$ cat src/core/bhp_pkg.sv
// Contract
// - Assert capture request when a captured sample is ready for the host.
// - Keep capture request until every byte of that sample is read.
// - A read strobe with capture acknowledge returns the next capture byte.
// - Assert playback request whenever more playback data can be accepted.
// - Hold playback request until all bytes of one sample are written.
// - A write strobe with playback acknowledge stores the byte for playback.
// - Two-bit register select picks the directly addressed register.
// - Active-low read strobe marks a read from registers or DMA samples.
// - Active-low write strobe marks a write to registers or DMA samples.
// - Register strobes are ignored unless chip select is low.
// - Chip select is ignored for DMA; acknowledges alone qualify them.
// - Driver enable idles high, low during qualified register or DMA strobes.
// - Direction idles high, low only during qualified reads.
// - All traffic uses one eight-bit bidirectional data bus.
// - Power-down low shuts down every section including this port.
// - Interrupt asserts when the DMA sample count underflows.
// - Two open-drain control outputs follow internal register bits.
// - Master timing comes from one of two crystal sources.
// - Sample bytes go most significant first, left channel before right.
package bhp_pkg;

  // ----------------------------------------------------------------------
  // Widths and positions
  // ----------------------------------------------------------------------
  localparam int unsigned BYTE_W   = 8;
  localparam int unsigned SAMPLE_W = 32;           // Stereo 16-bit pair.
  localparam int unsigned SEL_W    = 2;
  localparam logic [1:0]  BYTE_LAST = 2'h3;        // Four bytes per sample.
  localparam int unsigned CNT_W    = 16;
  localparam logic [SEL_W-1:0] SEL_INDEX  = 2'h0;  // Indirect index register.
  localparam logic [SEL_W-1:0] SEL_DATA   = 2'h1;  // Indirect data register.
  localparam logic [SEL_W-1:0] SEL_STATUS = 2'h2;  // Status register.
  localparam logic [SEL_W-1:0] SEL_PIO    = 2'h3;  // Programmed-I/O sample register.
  localparam logic [3:0] IDX_CNT_HI = 4'hE;
  localparam logic [3:0] IDX_CNT_LO = 4'hF;
  localparam logic [3:0] IDX_XCTL   = 4'hA;
  localparam int unsigned XCTL_POS  = 6;           // Control-out bits 7:6.
  localparam int unsigned STAT_IRQ_POS = 0;

  // ----------------------------------------------------------------------
  // Reset values
  // ----------------------------------------------------------------------
  localparam logic [BYTE_W-1:0] RST_BYTE = 8'h00;
  localparam logic [CNT_W-1:0]  RST_CNT  = 16'h0000;

  // ----------------------------------------------------------------------
  // Types
  // ----------------------------------------------------------------------
  typedef enum logic [1:0] {
    BHP_IDLE   = 2'b00,
    BHP_ACCESS = 2'b01,
    BHP_RECOV  = 2'b11
  } bhp_cyc_e;

  typedef struct packed {
    logic              rd_n;
    logic              wr_n;
    logic              cs_n;
    logic              cap_ack_n;
    logic              play_ack_n;
    logic [SEL_W-1:0]  sel;
    logic [BYTE_W-1:0] data;
  } bhp_pins_s;

  typedef struct packed {
    logic              valid;
    logic [SAMPLE_W-1:0] data;
  } bhp_sample_s;

endpackage : bhp_pkg

$ cat src/core/bhp_port.sv
`timescale 1ns/100ps
module bhp_port
  import bhp_pkg::*;
(
  // Clock and reset.
  input  wire logic                clk_i,
  input  wire logic                srst_i,
  // Host bus pins.
  input  wire logic                rd_n_i,
  input  wire logic                wr_n_i,
  input  wire logic                cs_n_i,
  input  wire logic                capture_ack_n_i,
  input  wire logic                playback_ack_n_i,
  input  wire logic [SEL_W-1:0]    reg_select_i,
  input  wire logic [BYTE_W-1:0]   host_byte_bus_i,
  output logic [BYTE_W-1:0]        host_byte_bus_o,
  output logic                     host_byte_bus_oe_o,
  // Handshake and control pins.
  output logic                     capture_request_o,
  output logic                     playback_request_o,
  output logic                     xcvr_enable_n_o,
  output logic                     xcvr_direction_o,
  output logic                     irq_o,
  output logic [1:0]               ext_control_out_o,
  output logic [1:0]               ext_control_out_oe_o,
  input  wire logic                power_down_n_i,
  // Converter side.
  input  wire logic                capture_valid_i,
  input  wire logic [SAMPLE_W-1:0] capture_data_i,
  output logic                     capture_taken_o,
  input  wire logic                playback_ready_i,
  output logic                     playback_valid_o,
  output logic [SAMPLE_W-1:0]      playback_data_o,
  input  wire logic                crystal_sel_i
);

  // ----------------------------------------------------------------------
  // Pin synchronisation
  // ----------------------------------------------------------------------
  bhp_pins_s raw_pins;
  bhp_pins_s pins;
  logic      pd_s1_ff;
  logic      pd_s2_ff;

  assign raw_pins = '{rd_n: rd_n_i, wr_n: wr_n_i, cs_n: cs_n_i, cap_ack_n: capture_ack_n_i,
                      play_ack_n: playback_ack_n_i, sel: reg_select_i, data: host_byte_bus_i};

  bhp_sync u_sync (
    .clk_i  (clk_i),
    .srst_i (srst_i),
    .pins_i (raw_pins),
    .pins_o (pins)
  );

  // Power-down pin is asynchronous; two stages before any use.
  always_ff @(posedge clk_i) begin
    if (srst_i) begin
      pd_s1_ff <= 1'b1;
      pd_s2_ff <= 1'b1;
    end else begin
      pd_s1_ff <= power_down_n_i;
      pd_s2_ff <= pd_s1_ff;
    end
  end

  // ----------------------------------------------------------------------
  // Cycle qualification
  // ----------------------------------------------------------------------
  logic rd_act;
  logic wr_act;
  logic cap_dma;
  logic play_dma;
  logic reg_cyc;
  logic any_cyc;
  logic shut;

  assign shut     = srst_i | ~pd_s2_ff;
  assign rd_act   = ~pins.rd_n;
  assign wr_act   = ~pins.wr_n;
  assign cap_dma  = ~pins.cap_ack_n;
  assign play_dma = ~pins.play_ack_n;
  assign reg_cyc  = ~pins.cs_n & ~cap_dma & ~play_dma;
  assign any_cyc  = (rd_act | wr_act) & (reg_cyc | cap_dma | play_dma);

  // ----------------------------------------------------------------------
  // Sample shifters
  // ----------------------------------------------------------------------
  logic                cap_load;
  logic                cap_shift;
  logic [BYTE_W-1:0]   cap_top;
  logic [1:0]          cap_cnt;
  logic                play_shift;
  logic [SAMPLE_W-1:0] play_word;
  logic [1:0]          play_cnt;
  logic                byte_edge;

  bhp_sample_shift u_cap_shift (
    .clk_i       (clk_i),
    .srst_i      (shut),
    .load_i      (cap_load),
    .load_data_i (capture_data_i),
    .shift_i     (cap_shift),
    .shift_in_i  (RST_BYTE),
    .word_o      (),
    .top_byte_o  (cap_top),
    .count_o     (cap_cnt)
  );

  bhp_sample_shift u_play_shift (
    .clk_i       (clk_i),
    .srst_i      (shut),
    .load_i      (1'b0),
    .load_data_i ('0),
    .shift_i     (play_shift),
    .shift_in_i  (pins.data),
    .word_o      (play_word),
    .top_byte_o  (),
    .count_o     (play_cnt)
  );

  // ----------------------------------------------------------------------
  // Block state
  // ----------------------------------------------------------------------
  typedef struct packed {
    bhp_cyc_e            cyc;
    logic                cap_req;
    logic                play_req;
    logic                play_out;
    logic [SAMPLE_W-1:0] play_data;
    logic                taken;
    logic [3:0]          index;
    logic [BYTE_W-1:0]   xctl;
    logic [CNT_W-1:0]    base;
    logic [CNT_W-1:0]    count;
    logic                irq;
    logic [BYTE_W-1:0]   rdata;
    logic                oe;
    logic                en_n;
    logic                dir;
    logic [1:0]          od_oe;
  } bhp_state_s;

  bhp_state_s st_ff;
  bhp_state_s nxt_st;

  // Status byte seen at the status select.
  function automatic logic [BYTE_W-1:0] status_byte(input bhp_state_s s);
    logic [BYTE_W-1:0] b;
    b = RST_BYTE;
    b[STAT_IRQ_POS]   = s.irq;
    b[STAT_IRQ_POS+1] = s.cap_req;
    b[STAT_IRQ_POS+2] = s.play_req;
    return b;
  endfunction : status_byte

  // Indirect register read by index.
  function automatic logic [BYTE_W-1:0] indirect_byte(input bhp_state_s s);
    logic [BYTE_W-1:0] b;
    b = RST_BYTE;
    unique case (s.index)
      IDX_CNT_HI: b = s.base[CNT_W-1 -: BYTE_W];
      IDX_CNT_LO: b = s.base[BYTE_W-1:0];
      IDX_XCTL:   b = s.xctl;
      default:    b = RST_BYTE;
    endcase
    return b;
  endfunction : indirect_byte

  // A transfer is acted on once, at the strobe's leading edge in IDLE.
  assign byte_edge  = (st_ff.cyc == BHP_IDLE) & any_cyc;
  assign cap_shift  = byte_edge & rd_act & cap_dma & st_ff.cap_req;
  assign play_shift = byte_edge & wr_act & play_dma & st_ff.play_req;
  assign cap_load   = capture_valid_i & ~st_ff.cap_req & ~st_ff.taken;

  // Next-state logic for the whole port.
  always_comb begin
    nxt_st       = st_ff;
    nxt_st.taken = 1'b0;
    nxt_st.play_out = st_ff.play_out & ~playback_ready_i;
    // Strobe sequencing: one action per strobe, wait for release.
    unique case (st_ff.cyc)
      BHP_IDLE:   if (any_cyc) nxt_st.cyc = BHP_ACCESS;
      BHP_ACCESS: if (pins.rd_n & pins.wr_n) nxt_st.cyc = BHP_RECOV;
      BHP_RECOV:  nxt_st.cyc = BHP_IDLE;
      default:    nxt_st.cyc = BHP_IDLE;
    endcase
    // Capture: request rises on a loaded sample, falls after the last byte.
    if (cap_load) begin
      nxt_st.cap_req = 1'b1;
      nxt_st.taken   = 1'b1;
    end
    if (cap_shift) begin
      nxt_st.rdata = cap_top;
      if (cap_cnt == BYTE_LAST) begin
        nxt_st.cap_req = 1'b0;
      end
    end
    // Playback: request stands while room exists, drops after the last byte.
    if (!st_ff.play_out) begin
      nxt_st.play_req = 1'b1;
    end
    if (play_shift && play_cnt == BYTE_LAST) begin
      nxt_st.play_req  = 1'b0;
      nxt_st.play_out  = 1'b1;
      nxt_st.play_data = {play_word[SAMPLE_W-BYTE_W-1:0], pins.data};
    end
    // Count underflow per completed playback or capture sample.
    if ((play_shift && play_cnt == BYTE_LAST) || (cap_shift && cap_cnt == BYTE_LAST)) begin
      if (st_ff.count == RST_CNT) begin
        nxt_st.irq   = 1'b1;
        nxt_st.count = st_ff.base;
      end else begin
        nxt_st.count = st_ff.count - 16'h0001;
      end
    end
    // Register accesses selected by the two-bit select.
    if (byte_edge && reg_cyc) begin
      if (rd_act) begin
        unique case (pins.sel)
          SEL_INDEX:  nxt_st.rdata = {4'h0, st_ff.index};
          SEL_DATA:   nxt_st.rdata = indirect_byte(st_ff);
          SEL_STATUS: nxt_st.rdata = status_byte(st_ff);
          SEL_PIO:    nxt_st.rdata = cap_top;
        endcase
      end else begin
        unique case (pins.sel)
          SEL_INDEX:  nxt_st.index = pins.data[3:0];
          SEL_DATA: begin
            unique case (st_ff.index)
              IDX_CNT_HI: nxt_st.base[CNT_W-1 -: BYTE_W] = pins.data;
              IDX_CNT_LO: nxt_st.base[BYTE_W-1:0] = pins.data;
              IDX_XCTL:   nxt_st.xctl = pins.data;
              default:    nxt_st.xctl = st_ff.xctl;
            endcase
          end
          SEL_STATUS: nxt_st.irq = 1'b0;     // Any write to status clears the interrupt.
          SEL_PIO:    nxt_st.xctl = st_ff.xctl;
        endcase
        if (pins.sel == SEL_STATUS && st_ff.irq == 1'b0) begin
          nxt_st.irq = nxt_st.irq;
        end
      end
    end
    // Transceiver controls follow the qualified strobes.
    nxt_st.en_n = ~any_cyc;
    nxt_st.dir  = ~(rd_act & (reg_cyc | cap_dma | play_dma));
    nxt_st.oe   = rd_act & (reg_cyc | cap_dma);
    if (shut) begin
      nxt_st          = '0;
      nxt_st.cyc      = BHP_IDLE;
      nxt_st.en_n     = 1'b1;
      nxt_st.dir      = 1'b1;
    end
    // Registered open-drain enables keep the pins glitch-free; a zero bit pulls low.
    nxt_st.od_oe = ~nxt_st.xctl[XCTL_POS +: 2];
  end

  // State register.
  always_ff @(posedge clk_i) begin
    st_ff <= nxt_st;
  end

  // ----------------------------------------------------------------------
  // Outputs, from flip-flops except the constant control-out value
  // ----------------------------------------------------------------------
  // The control outputs are open-drain: the value stays low and the enable pulls.
  assign ext_control_out_oe_o = st_ff.od_oe;

  assign ext_control_out_o   = 2'h0;
  assign host_byte_bus_o     = st_ff.rdata;
  assign host_byte_bus_oe_o  = st_ff.oe;
  assign capture_request_o   = st_ff.cap_req;
  assign playback_request_o  = st_ff.play_req;
  assign xcvr_enable_n_o     = st_ff.en_n;
  assign xcvr_direction_o    = st_ff.dir;
  assign irq_o               = st_ff.irq;
  assign capture_taken_o     = st_ff.taken;
  assign playback_valid_o    = st_ff.play_out;
  assign playback_data_o     = st_ff.play_data;

  // The crystal choice lives in the clock generator; this port only sees clk_i.
  logic unused_xtal;
  assign unused_xtal = crystal_sel_i;

endmodule : bhp_port

$ cat src/core/bhp_sample_shift.sv
`timescale 1ns/100ps
module bhp_sample_shift
  import bhp_pkg::*;
(
  // Clock and reset.
  input  wire logic                clk_i,
  input  wire logic                srst_i,
  // Load a full sample or shift one byte.
  input  wire logic                load_i,
  input  wire logic [SAMPLE_W-1:0] load_data_i,
  input  wire logic                shift_i,
  input  wire logic [BYTE_W-1:0]   shift_in_i,
  // Current state.
  output logic [SAMPLE_W-1:0]      word_o,
  output logic [BYTE_W-1:0]        top_byte_o,
  output logic [1:0]               count_o
);

  // ----------------------------------------------------------------------
  // Byte shifter, most significant byte first
  // ----------------------------------------------------------------------
  typedef struct packed {
    logic [SAMPLE_W-1:0] word;
    logic [1:0]          cnt;
  } bhp_shift_state_s;

  bhp_shift_state_s st_ff;
  bhp_shift_state_s nxt_st;

  // Shifting left keeps the next byte on top for reads and appends writes low.
  always_comb begin
    nxt_st = st_ff;
    if (load_i) begin
      nxt_st.word = load_data_i;
      nxt_st.cnt  = 2'h0;
    end else if (shift_i) begin
      nxt_st.word = {st_ff.word[SAMPLE_W-BYTE_W-1:0], shift_in_i};
      nxt_st.cnt  = st_ff.cnt + 2'h1;
    end
    if (srst_i) begin
      nxt_st = '0;
    end
  end

  // State register.
  always_ff @(posedge clk_i) begin
    st_ff <= nxt_st;
  end

  assign word_o     = st_ff.word;
  assign top_byte_o = st_ff.word[SAMPLE_W-1 -: BYTE_W];
  assign count_o    = st_ff.cnt;

endmodule : bhp_sample_shift

$ cat src/core/bhp_sync.sv
`timescale 1ns/100ps
module bhp_sync
  import bhp_pkg::*;
(
  // Clock and reset.
  input  wire logic      clk_i,
  input  wire logic      srst_i,
  // Raw pins and synchronised copy.
  input  wire bhp_pins_s pins_i,
  output bhp_pins_s      pins_o
);

  // ----------------------------------------------------------------------
  // Two-stage synchroniser
  // ----------------------------------------------------------------------
  typedef struct packed {
    bhp_pins_s s1;
    bhp_pins_s s2;
  } bhp_sync_state_s;

  localparam bhp_pins_s PINS_IDLE = '{rd_n: 1'b1, wr_n: 1'b1, cs_n: 1'b1, cap_ack_n: 1'b1,
                                      play_ack_n: 1'b1, sel: '0, data: RST_BYTE};

  bhp_sync_state_s st_ff;
  bhp_sync_state_s nxt_st;

  // The first stage feeds only the second, so metastability stays contained.
  always_comb begin
    nxt_st    = st_ff;
    nxt_st.s1 = pins_i;
    nxt_st.s2 = st_ff.s1;
    if (srst_i) begin
      nxt_st.s1 = PINS_IDLE;
      nxt_st.s2 = PINS_IDLE;
    end
  end

  // State register.
  always_ff @(posedge clk_i) begin
    st_ff <= nxt_st;
  end

  assign pins_o = st_ff.s2;

endmodule : bhp_sync

$ cat config.mk
export PLATFORM = sky130hd
export DESIGN_NAME = bhp_port
export DESIGN_NICKNAME = d
export VERILOG_FILES = /design/src/core/bhp_pkg.sv /design/src/core/bhp_port.sv /design/src/core/bhp_sample_shift.sv /design/src/core/bhp_sync.sv
export SDC_FILE = /design/constraint.sdc
export NUM_CORES = 1
export LEC_CHECK = 0
export BUFFER_PORTS_ARGS = -buffer_cell sky130_fd_sc_hd__buf_2
export CAP_MARGIN = 25
export CORE_MARGIN = 2
export CORE_UTILIZATION = 45
export CTS_CLUSTER_SIZE = 8
export DETAILED_ROUTE_END_ITERATION = 7
export GPL_TIMING_DRIVEN = 0
export SYNTH_ARGS = -nofsm -noshare
export SYNTH_HDL_FRONTEND = slang
export SYNTH_SLANG_ARGS = --single-unit
$ cat constraint.sdc
create_clock -name clk_i -period 4.2 [get_ports clk_i]
set_input_delay 0.63 -clock clk_i [delete_from_list [all_inputs] [get_ports clk_i]]
set_output_delay 0.63 -clock clk_i [all_outputs]
set_load 0.02 [all_outputs]
# Yosys cells after proc, flatten, opt, wreduce, memory -nomap -nowiden
# Index checks and enable logic that the tools add are counted.
# totals
reg_bits,188
inputBits,53
out_inout_bits,52
# op_classes
n_addsub,3
n_eq_ne,11
mux,28
n_bitwise,32
n_reduce_logical,15
# ops
op,count
$mux 34,2
$mux 54,1
$mux 24,2
$mux 8,6
$mux 33,1
$mux 16,2
$pmux 8 s4,1
$pmux 8 s3,1
$mux 17,1
$and 1x1->1,16
$logic_not 16->1,1
$sub 16x1->16 const B,1
$eq 4x4->1 const B,3
$reduce_and 4->1,3
$not 1->1,11
$mux 9,1
$eq 2x2->1 const B,4
$mux 1,7
$add 2x1->2 const B,2
$eq 2x1->1 const B,2
$logic_not 2->1,2
$mux 2,2
$ne 2x2->1 const B,2
$or 1x1->1,4
other kinds (8),11

# Depth between registers and ports, before layout
# Gate-level depths: netlist of the first run.
# depth
depth_word,18
mapped_depth,9
mapped_depth_nobuf,7

# By module
# A second synthesis of the first run with hierarchy kept.
# hier_totals
cells_unflattened,955
area_unflattened_um2,9113.7
# by_module_without_submodules
mod,instances,cells_each,area_each_um2,seq_area_each_um2
bhp_port,1,561,4844.6,1961.9
bhp_sample_shift,2,158,1676.6,680.7
bhp_sync,1,78,915.9,600.6

# Least setup slack after synthesis of the first run
# No wires, ideal clock.
# synth_timing
path_type,reg2reg
start,reg st_ff[14] in the netlist's numbering
end,reg st_ff[28] in the netlist's numbering
arrival_time_ns,1.840
slack_ns,2.245
path_stages_with_launch,9
path_buffers,1
path_cell_list,dfxtp_1 -> inv_1 -> ha_1 -> or3b_2 -> clkbuf_1 -> or2_1 -> o32a_1 -> o21ai_1 -> nor2_1
# synth_via
elab_chain_cells,2
# synth_rtl
element,line_no,rtl
start: declaration,bhp_port.sv:143,bhp_state_s st_ff;
start signal: assignment,bhp_port.sv:260,st_ff <= nxt_st;
$sub 16x1->16 / $logic_not 16->1 (equally long branches),"bhp_port.sv:213, bhp_port.sv:209",
$mux 16 (*),bhp_port.sv:209,if (st_ff.count == RST_CNT) begin
# Mark *: on every way between the ends. The rest lies on a longest branch, timed or not.
# A chain may end at the register's enable or synchronous reset.

# Final worst setup path of the first run
# Ends and elaborated chain as after synthesis.

==> results.txt, run 1 <==
- Min Tclk post-route: 2.17 ns
* Leakage power total: 3.59 nW
* Minimum setup slack after placement: 1.82 ns
- Hold Violations, Final: 0
- The worst setup path is launched from a flop.
* Final Power: 3.80 mW
- The congestion estimate from routability-driven global placement came to 0.870.
* Number of synthesized flops with an enable pin: 0
* Hold-fix buffers at CTS: 0
- The H-tree generated during clock tree synthesis spans 4 levels.
- Async SR Flop Fraction: 0%
- Number of remaining DRC errors: 0
- Initial antenna violation count: 0
- TNS Setup: 0 ns
* Worst stage delay on the critical path: 0.43 ns
* Area Overhead vs Synth: 18.4%
* Worst Tran Pin Value: 0.737 ns
- Power Density: 414 nW/um2
- Initial Utilization: 46.4%
- Entering global routing, the biggest net connects 17 pins.
* Clock input transition at the sequential cells of the worst setup and hold paths: 0.07 ns
- Area of the multi-input gates: 3340 um2
- At the worst endpoint, the required time is 4.52 ns.
- Ys flop type: dfxtp_1
- Post-synthesis cell type with the largest combined area: dfxtp_1
- Setup violations remaining at the end of the flow were counted as 0.
- Sequential area share after synthesis: 48.6%
- Family with the most delay on the worst path: simple AND/OR/NAND/NOR gates
* FF+latch area: 3760 um2
- Yosys attributes the largest share of cell area to dfxtp_1 (49%), nand2_1 (9.7%), a21oi_1 (5.6%).
* Crit path kind: flop to flop
- In the post-synthesis netlist, the cell with the most instances is nand2_1.
* Max Fanout on Critical Path: 6
- At the later pin of the worst-skew pair, clock insertion delay measures 0.43 ns.
* Post-CTS Repair Setup Buffers: 0
- The tool flagged a number of max-cap violations equal to 0.
- Fraction of layout instances using a drive strength above 1: 21.0%
- Among all stages on the critical path, the largest delay is contributed by or3b_2.
- Area share of the largest cell type after synthesis: 48.6%
- Once layout is complete, the cells apart from fillers number 1264.
- Capturing element type of the critical path: flop
- The clock passes through at most 2 buffers.
* Total number of clock tree sinks: 188
- Once placement finished, the instance area stood at 8530 um2.
* Number of standard-cell rows in the floorplan: 47
- After global routing the overflow that remains totals 0.
- For this run, the post-layout net count is 1089.
- Boundary Pins: 105
* Warning count from the yosys run: 0
* Die Span Y: 135 um
- The path class of the tightest hold or removal check is primary input to flop.
- Global Route Usage Sum: 22.3%
* Worst-path cell chain: inv_1 -> ha_1 -> or3b_2 -> clkbuf_1 -> or2_1 -> o32a_1 -> o21ai_1 -> nor2_1
* Outcome: finished, final reports clean
* Rel. slew slack: 50.8%
- Netlist area before placement: 7750 um2
* Clock buffer count from CTS: 17
- The floorplan step defined a die boundary enclosing 18300 um2.
- Syn_area_per_cell: 8.50 um2
* Setup repair after global routing missed its margin: false
- The count of nets left with antenna violations once routing finished came out at 0.
- After detailed routing, the average wire length per cell comes to 15.5 um.
- After routing the design area is 9170 um2.
- The first detailed-routing pass took 7 iterations.
* Synthesized netlist cell count: 911
* Buffering stage count on the worst path with inverters included: 2
- Placed cells: 1233
- Maximum VDD drop: 0.294 mV
* Setup Skew: 0.00752 ns
- Fin. max-slew vios: 0
* Data arrival time at the worst-slack endpoint: 2.49 ns
- In this run the tool buffered the top-level ports with 101 buffer cells.
- First-pass GRT wire length: 31500 um
- Detailed-route via count: 6441
* Hpwl dp: 14100 um
- CTS root buf: clkbuf_16
- Hold Slack: 0.377 ns
- Based on the critical path, the design can be clocked at up to 0.460 GHz.
- Floorplan Core Area: 16700 um2
- Antenna Cells: 0
- TritonCTS built the clock tree.
- Final core utilization: 54.9%
* Number of instances resized during post-cts repair: 0
* Most used standard cells in the synthesized netlist: nand2_1 (200), dfxtp_1 (188), a21oi_1 (86)
- Final period util: 51.8%
- Slack of the critical path: 2.03 ns
* Horiz. Die Dim: 135 um
- Fill cells in the final layout number 1653.
- The final layout contains routed wiring with a total length of 19500 um.
- The synthesized netlist contains 59 unique library cells.
* Via count of the first global-routing pass: 5970
- Using the TritonRoute via totals, the vias-per-cell ratio works out to 5.10.
* Flip-flop and latch count after synthesis: 188
- In this run, the number of DRC markers left after iteration 0 of detailed routing was 350.
-- metal layers --
metal	track usage, %	wire length, um	vias up
met3	4.60	958	26
li1	-	-	3289
met4	6.71	338	0
met2	33.8	8610	172
met5	0	0	-
met1	31.9	9640	2954
-- cells by family after synthesis --
family	count (synthesis)	synth area share [%]
buffers and inverters	112	8.40
AOI/OAI and AO/OA	171	13.4
xor gates and xnor gates	2	0.226
and+or+nand+nor	390	23.1
muxes	43	5.56
DFF	188	48.6
other	1	0.0484
adders and majority gates	4	0.646
-- layout by cell type (no fill, tap or decap), drive strengths merged, types with 3 or more instances in the layout --
| cell | synthesis | layout |
|---|---|---|
| nor2 | 64 | 64 |
| buf | 64 | 165 |
| nor3b | 4 | 4 |
| and3 | 4 | 4 |
| a311oi | 24 | 24 |
| or3 | 4 | 4 |
| dfxtp | 188 | 188 |
| o22ai | 3 | 3 |
| nor3 | 16 | 16 |
| a21oi | 86 | 86 |
| and2 | 3 | 3 |
| o21ai | 30 | 30 |
| mux2i | 43 | 43 |
| a211oi | 11 | 11 |
| ha | 4 | 4 |
| a31oi | 6 | 6 |
| nand3 | 29 | 29 |
| nand2 | 200 | 200 |
| nand4 | 3 | 3 |
| nor4 | 4 | 4 |
| nor2b | 25 | 25 |
| bufinv | 0 | 5 |
| clkbuf | 44 | 63 |
| inv | 4 | 8 |
| nand2b | 7 | 7 |
| or2 | 14 | 14 |
-- sequential cells by signal, summed over array words and instances, names as in the netlist, 2 cells and up --
signal / count
u_play_shift.count_o: 2
u_sync.st_ff: 15
u_cap_shift.count_o: 2
ext_control_out_oe_o: 2
u_play_shift.word_o: 24
playback_data_o: 32
u_cap_shift.word_o: 32
st_ff: 46
u_sync.pins_o: 15
host_byte_bus_o: 8
-- report_power, final --
group	internal, mW	switching (mW)
clock network	1.06	0.704
logic	0.0649	0.106
registers	1.82	0.0326
-- worst register-to-register path, cell delays in order, from the launching register on --
cell	delay, ns
dfxtp_1	0.35
inv_1	0.11
ha_1	0.17
or3b_2	0.43
clkbuf_1	0.18
or2_1	0.32
o32a_1	0.31
o21ai_1	0.13
nor2_1	0.07
-- worst paths after layout --
kind	start	to	slack [ns]	cells after the start
hold reg to reg	u_sync.st_ff[29]$_SDFF_PP1_	u_sync.pins_o[14]$_SDFF_PP1_	0.41	1
setup / recovery	st_ff[14]$_SDFFE_PP0N_	st_ff[28]$_SDFFE_PP0N_	2.03	8
setup reg to reg	st_ff[14]$_SDFFE_PP0N_	st_ff[28]$_SDFFE_PP0N_	2.03	8
hold / removal	playback_ack_n_i	u_sync.st_ff[25]$_SDFF_PP1_	0.38	2
-- final cells by class --
class,instances,share of cell area [%]
buffer,108,6.93
clock buffer,19,4.72
clock inverter,12,2.29
inverter,4,0.164
multi-input combinational,612,36.4
sequential,188,41.0
tap,220,3.00
timing repair buffer,101,5.51
(Power assumes the default switching activity.)
==> run 2, diff against run 1 <==
ABC_AREA = 1   (was not set)
clock period = 2.2 ns   (was 4.2 ns; I/O delays follow)
==> run 2 against run 1 <==
  * Register-to-register slack got worse by 1.7 ns
  * Non-clock buffer count fell by 16
  * Sequential power rose by 89%
  * Die area is 2.0% higher
  * Cell count is 11% higher
  * Worst setup slack worse by 1.7 ns
  * Global-route usage shrank 0.32 points
  * Critical path type unchanged
  * Critical endpoint is now st_ff[35]$_SDFFE_PP0P_
  * Largest cell class unchanged
==> results.txt, run 2 <==
- Clock skew on the completed layout was measured at 0.00856 ns.
- Area Overhead vs Synth: 16.8%
- After global routing the overflow that remains totals 0.
* Data required time of the critical path: 2.52 ns
- Total number of clock tree sinks: 188
* Initial Utilization: 45.8%
* First-pass GRT wire length: 31700 um
- At the later pin of the worst-skew pair, clock insertion delay measures 0.43 ns.
- Rel. slew slack: 51.3%
- Hold wc startpoint: playback_ack_n_i
* Reg2reg end: st_ff[35]$_SDFFE_PP0P_
- Post-CTS Repair Setup Buffers: 0
- Final net count: 1229
* Leakage power total: 4.06 nW
- By area, the combinational part of the netlist is dominated by simple AND/OR/NAND/NOR gates.
- First DRT Iteration DRCs: 300
- The floorplan has 48 rows.
- For this block, the via count after detailed routing is 6732.
- Maximum VDD drop: 0.694 mV
* Maximum operating frequency: 0.533 GHz
- Setup repair after global routing left no endpoint under its margin.
- Setup slack on the worst reg-to-reg path comes out at 0.32 ns.
- By instance count, the leading cell after synthesis is nand2_1.
- In this run the count of I/O pins placed on the die edge is 105.
- Leaving out fill and tap cells, the most frequent cells in the layout are nand2_1 (211), dfxtp_1 (188), nor2_1 (160).
- Simple-Gate Fraction of Synth Area: 26.2%
- Post-Synth Adder-Cell Area: 0.633%
* Async SR Flop Fraction: 0%
* Synthesized netlist cell count: 1051
- Clock tree synthesis selected as its root buffer the cell clkbuf_16.
- Ys flop type: dfxtp_1
- Max-cap violations in this run came to 0.
- Fin. max-slew vios: 0
- Max Root-Sink Buffers: 2
- In this run the worst path has a maximum fanout of 10.
* Fraction of layout instances using a drive strength above 1: 20.3%
* Post-synthesis cell type with the largest combined area: dfxtp_1
- Clock buffer count from CTS: 17
* Final period util: 85.3%
- The detail route stage leaves a number of antenna-violating nets equal to 0.
- The clock tree synthesis step divided the H-tree into 4 levels.
- The region available for standard cell placement spans 17200 um2.
- Via count of the first global-routing pass: 6215
* # port buffers: 101
- Destination of the worst hold path: u_sync.st_ff[25]$_SDFF_PP1_
* Compound-cell area share of the yosys netlist: 13.0%
- Counting cells, the worst reg-to-reg path comes to 6.
- Syn_area_per_cell: 7.52 um2
- Hold-fix buffers at CTS: 0
- Setup violations remaining at the end of the flow were counted as 0.
- Detailed placement ended at an HPWL of 14300 um.
- In the synthesized netlist, the cells that appear most often are nand2_1 (211), dfxtp_1 (188), nor2_1 (160).
- Hold Violations, Final: 0
- After layout, the worst setup slack is 0.323 ns.
- Warning count from the yosys run: 0
* Clock input transition at the sequential cells of the worst setup and hold paths: 0.07 ns
- The worst hold path belongs to the class primary input to flop.
- The final layout contains routed wiring with a total length of 19400 um.
- Worst Tran Pin Value: 0.731 ns
- Launching point of the worst reg2reg path: st_ff[54]$_SDFFE_PP0P_
- In this run the horizontal extent of the chip is 137 um.
- Summing the areas of all xor and xnor instances in the mapped netlist gives 0.665% of the synthesized area.
- Placed cells: 1378
- The portion of synthesized area spent on multiplexers is 0%.
- Number of remaining DRC errors: 0
- Once the clock tree was built, the resizer swapped 0 gates to a different size.
- Using the TritonRoute via totals, the vias-per-cell ratio works out to 4.78.
* Category of the worst setup path launch point: flop
- In this run, distinct cell masters in the synthesized netlist total 33.
- Global routing used 21.9% of the available tracks across all layers.
* Crit path kind: flop to flop
* Number of synthesized flops with an enable pin: 0
- Power Density: 730 nW/um2
* Area share of the largest cell type after synthesis: 47.6%
- Once layout is complete, the cells apart from fillers number 1409.
- The first TritonRoute pass finished after 5 iterations.
* Largest register by flop count: st_ff
- Flip-flop and latch count after synthesis: 188
- Die Span Y: 137 um
- Before CTS, the worst setup slack after placement is 0.179 ns.
- Weighted congestion at the end of routability-driven global placement: 0.844
* Worst hold stages: 2
* Capturing element type of the critical path: flop
- Die Outline Area: 18600 um2
* TNS Setup: 0 ns
* Initial antenna violation count: 0
- Antenna Cells: 0
* Top cells by area, synth: dfxtp_1 (48%), nand2_1 (10%), nor2_1 (7.6%)
* Min Tclk post-route: 1.88 ns
- Pin count of the biggest net entering global routing: 18
* TritonCTS clock tree: done
* Outcome: finished, final reports clean
- The register with the most flip-flops in the layout has 46 of them.
- Netlist area before placement: 7900 um2
* Sequential area share after synthesis: 47.6%
- Wire length per cell: 13.8 um
- Most common cell after layout, fill and taps aside: nand2_1
- Data arrival time at the worst-slack endpoint: 2.19 ns
[run 2: changes by cell type after synthesis, moves of 23 or more]
cell      before  now
inv_1          4   87
clkbuf_1      44   21
nor2b_1       25    0
o21ai_0       26   83
a311oi_1      24    0
mux2i_1       43    0
nand3_1       29   66
nor2_1        64  160
[run 2: critical path: stages, from the launching register on]
cell     delay, ns
dfxtp_1       0.31
inv_1         0.08
nor3_2        0.55
nand3_1       0.38
buf_6         0.25
o21ai_0       0.14
a21oi_1       0.05
[run 2: how the worst max path moves through the flow]
stage                     depth (start not counted)                   start                                   end
after detailed placement                          8                  srst_i      playback_data_o[29]$_SDFFE_PP0P_
after global placement                            8                  srst_i  u_play_shift.word_o[10]$_SDFFE_PP0P_
after floorplan                                   7  st_ff[94]$_SDFFE_PP0P_                st_ff[36]$_SDFFE_PP0P_
after CTS                                         6  st_ff[54]$_SDFFE_PP0P_                st_ff[35]$_SDFFE_PP0P_
final                                             6  st_ff[54]$_SDFFE_PP0P_                st_ff[35]$_SDFFE_PP0P_
after global routing                              6  st_ff[57]$_SDFFE_PP0P_                st_ff[36]$_SDFFE_PP0P_
[run 2: area by class of cell]
type	count	area, um2
plain buffers	92	598
clock buffers	18	429
flip-flops and latches	188	3760
well taps	225	282
repair buffers	101	505
clock inverters	13	111
multi-input cells	682	3210
fillers	1721	8000
inverters	90	338
[run 2: kinds of logic after synthesis]
family / Yosys count
XOR/XNOR: 6
other: 1
adder cells (fa/ha/maj): 4
flip-flops: 188
AO/OA/AOI/OAI: 191
AND/OR/NAND/NOR: 479
buffers and inverters: 182
[run 2: per-layer routing]
metal  up-vias  share of wire, %  global-route usage, %
met5         -                 0                      0
met4         0               1.2                   5.67
met3        22               4.6                   4.22
met2       150                45                   34.1
met1      2992                49                   31.3
li1       3568                 -                      -
[run 2: per-stage QoR]
stage / util (%) / cell area, um2 / hold WS (ns) / total power [mW]
3_5_place_dp: 50.4 / 8690 / 0.392 / 3.96
5_1_grt: 53.6 / 9230 / 0.0605 / 7.00
2_1_floorplan: - / 7910 / 0.388 / 3.81
3_3_place_gp: 50.4 / 8690 / 0.392 / 3.96
4_1_cts: 53.6 / 9230 / 0.0637 / 6.80
6_report: 53.6 / 9230 / 0.0754 / 6.74
[run 2: where the power goes]
part	switching (mW)	internal, mW
Sequential	0.0505	3.47
Clock	1.39	1.47
Combinational	0.229	0.128
==> run 3, diff against run 2 <==
CTS_BUF_LIST = sky130_fd_sc_hd__clkbuf_8 sky130_fd_sc_hd__clkbuf_16   (was not set)
==> run 3 against run 2 <==
  * First-iteration DRC count up 1.0%
  * Clock skew up 0.0010 ns
  * Combinational power about the same
  * Clock power about the same
  * Clock-buffer cell count down 1
  * Total power about the same
  * Global-route usage unchanged
  * Register-to-register slack about the same
  * Critical path depth unchanged
  * Sequential cell count unchanged
  * Critical path type unchanged
  * Largest power group unchanged
==> results.txt, run 3 (synthesized netlist as in run 2, its figures left out) <==
- Outcome: finished, final reports clean
* Post-CTS Repair Setup Buffers: 0
* Hold Violations, Final: 0
- Global Route Usage Sum: 21.9%
- 105 I/O pins were placed.
- Fin. max-slew vios: 0
- # port buffers: 101
* Horiz. Die Dim: 137 um
- CTS saw 188 sinks.
* Weighted congestion at the end of routability-driven global placement: 0.844
- In this run the worst hold path is classified as primary input to flop.
- CTS root buf: clkbuf_16
* Detail Route met3 WL: 890 um
- Highest-count cells in the layout ignoring fill and taps: nand2_1 (211), dfxtp_1 (188), nor2_1 (160)
- Final core utilization: 53.6%
- Power Density: 729 nW/um2
* Die Outline Area: 18600 um2
* TritonCTS clock tree: done
* Number of instances resized during post-cts repair: 0
- TNS Setup: 0 ns
* First DRT Iteration DRCs: 303
* Setup Skew: 0.00956 ns
- The library cell used most frequently in the layout, excluding fill and tap cells, is nand2_1.
- Slack of the critical path: 0.310 ns
- Wire length per cell: 13.8 um
- The worst-case IR drop observed on VDD is 0.693 mV.
- Hold is met by 0.0757 ns.
- Via count of the first global-routing pass: 6215
- Number of fillers in the final layout: 1721
* Final Power: 6.74 mW
- Count of H-tree levels built during CTS: 4
* Final net count: 1229
- Entering global routing, the biggest net connects 18 pins.
* Hold-fix buffers at CTS: 0
* Initial Utilization: 45.8%
- The detail route stage leaves a number of antenna-violating nets equal to 0.
- Leakage power total: 4.06 nW
* Hpwl dp: 14300 um
- Summing over every cut layer, the via total after detailed routing is 6731.
* Max Root-Sink Buffers: 2
- Rel. slew slack: 51.2%
- For this block, the routed nets add up to 19400 um of wire.
* Data required time of the critical path: 2.52 ns
- Top routing layer in use: met4
- Detailed-routing wirelength on met1: 9530 um
- Compared with the post-synthesis result, the final layout area differs by 16.8%.
- Cells with a size suffix above 1 make up 20.3% of the layout.
* Number of flip-flops under the largest register name: 46
* Clock latency of the later-clocked register in the worst-skew pair: 0.43 ns
* Largest register by flop count: st_ff
* Floorplan Core Area: 17200 um2
- Along the worst path, the maximum fanout reaches 10.
- Via-per-instance ratio: 4.78
* First-pass GRT wire length: 31700 um
* Min Tclk post-route: 1.89 ns
- At the pin with the least slew margin, the transition time is 0.731 ns.
* Number of setup violations in the final report: 0
- The initial antenna violation count was 0.
- Number of standard-cell rows in the floorplan: 48
- Data arrival time at the worst-slack endpoint: 2.21 ns
* Crit path kind: flop to flop
* Clock input transition at the sequential cells of the worst setup and hold paths: 0.07 ns
- Final period util: 85.9%
- Setup repair after global routing left no endpoint under its margin.
* Minimum setup slack after placement: 0.179 ns
- The number of antenna diodes in the final layout is 0.
- Maximum operating frequency: 0.529 GHz
- The number of clock buffers added by TritonCTS is 17.
- After detailed routing, the number of remaining DRC violations is 0.
* Max-cap violation count: 0
* Die Span Y: 137 um
- Summed over all nets, wire length on met2 after detailed routing comes to 8760 um.
- Summed over all layers, the global routing overflow is 0.
* Capturing element type of the critical path: flop
- Category of the worst setup path launch point: flop
* Total iterations of the first detailed-routing run: 5
[run 3: through the flow]
step	cells	area (um2)
after floorplan	1052	7910
final	1409	9230
after CTS	1409	9230
after global routing	1409	9230
after detailed placement	1378	8690
after global placement	1378	8690
[run 3: layout make-up]
| cell class | instances | area (um2) | area share [%] |
|---|---|---|---|
| buffer | 92 | 598 | 6.48 |
| sequential | 188 | 3760 | 40.8 |
| inverter | 90 | 338 | 3.66 |
| multi-input combinational | 682 | 3210 | 34.7 |
| tap | 225 | 282 | 3.05 |
| clock buffer | 17 | 425 | 4.61 |
| timing repair buffer | 101 | 505 | 5.47 |
| clock inverter | 14 | 115 | 1.25 |
[run 3: report_power, final]
| group | switching [mW] | internal [mW] | leakage (nW) |
|---|---|---|---|
| Sequential | 0.0506 | 3.47 | 1.53 |
| Clock | 1.39 | 1.47 | 0.262 |
| Combinational | 0.229 | 0.128 | 2.27 |
| Total | 1.67 | 5.07 | 4.06 |
[run 3: critical path: stages, from the launching register on]
cell     delay (ns)
dfxtp_1        0.31
inv_1          0.08
nor3_2         0.56
nand3_1        0.38
buf_6          0.25
o21ai_0        0.14
a21oi_1        0.05
[run 3: metal layers]
layer  vias to the layer above  GRT usage [%]
met3                        22           4.22
li1                       3570              -
met5                         -              0
met4                         0           5.67
met1                      2992           31.3
met2                       147           34.1
[run 3: path summary, 6_finish.rpt]
kind,start,to,slack (ns),cells past startpoint
min,playback_ack_n_i,u_sync.st_ff[25]$_SDFF_PP1_,0.08,2
max reg2reg,st_ff[54]$_SDFFE_PP0P_,st_ff[35]$_SDFFE_PP0P_,0.31,6
min reg2reg,u_sync.st_ff[21]$_SDFF_PP0_,u_sync.pins_o[6]$_SDFF_PP0_,0.40,2
max,st_ff[54]$_SDFFE_PP0P_,st_ff[35]$_SDFFE_PP0P_,0.31,6
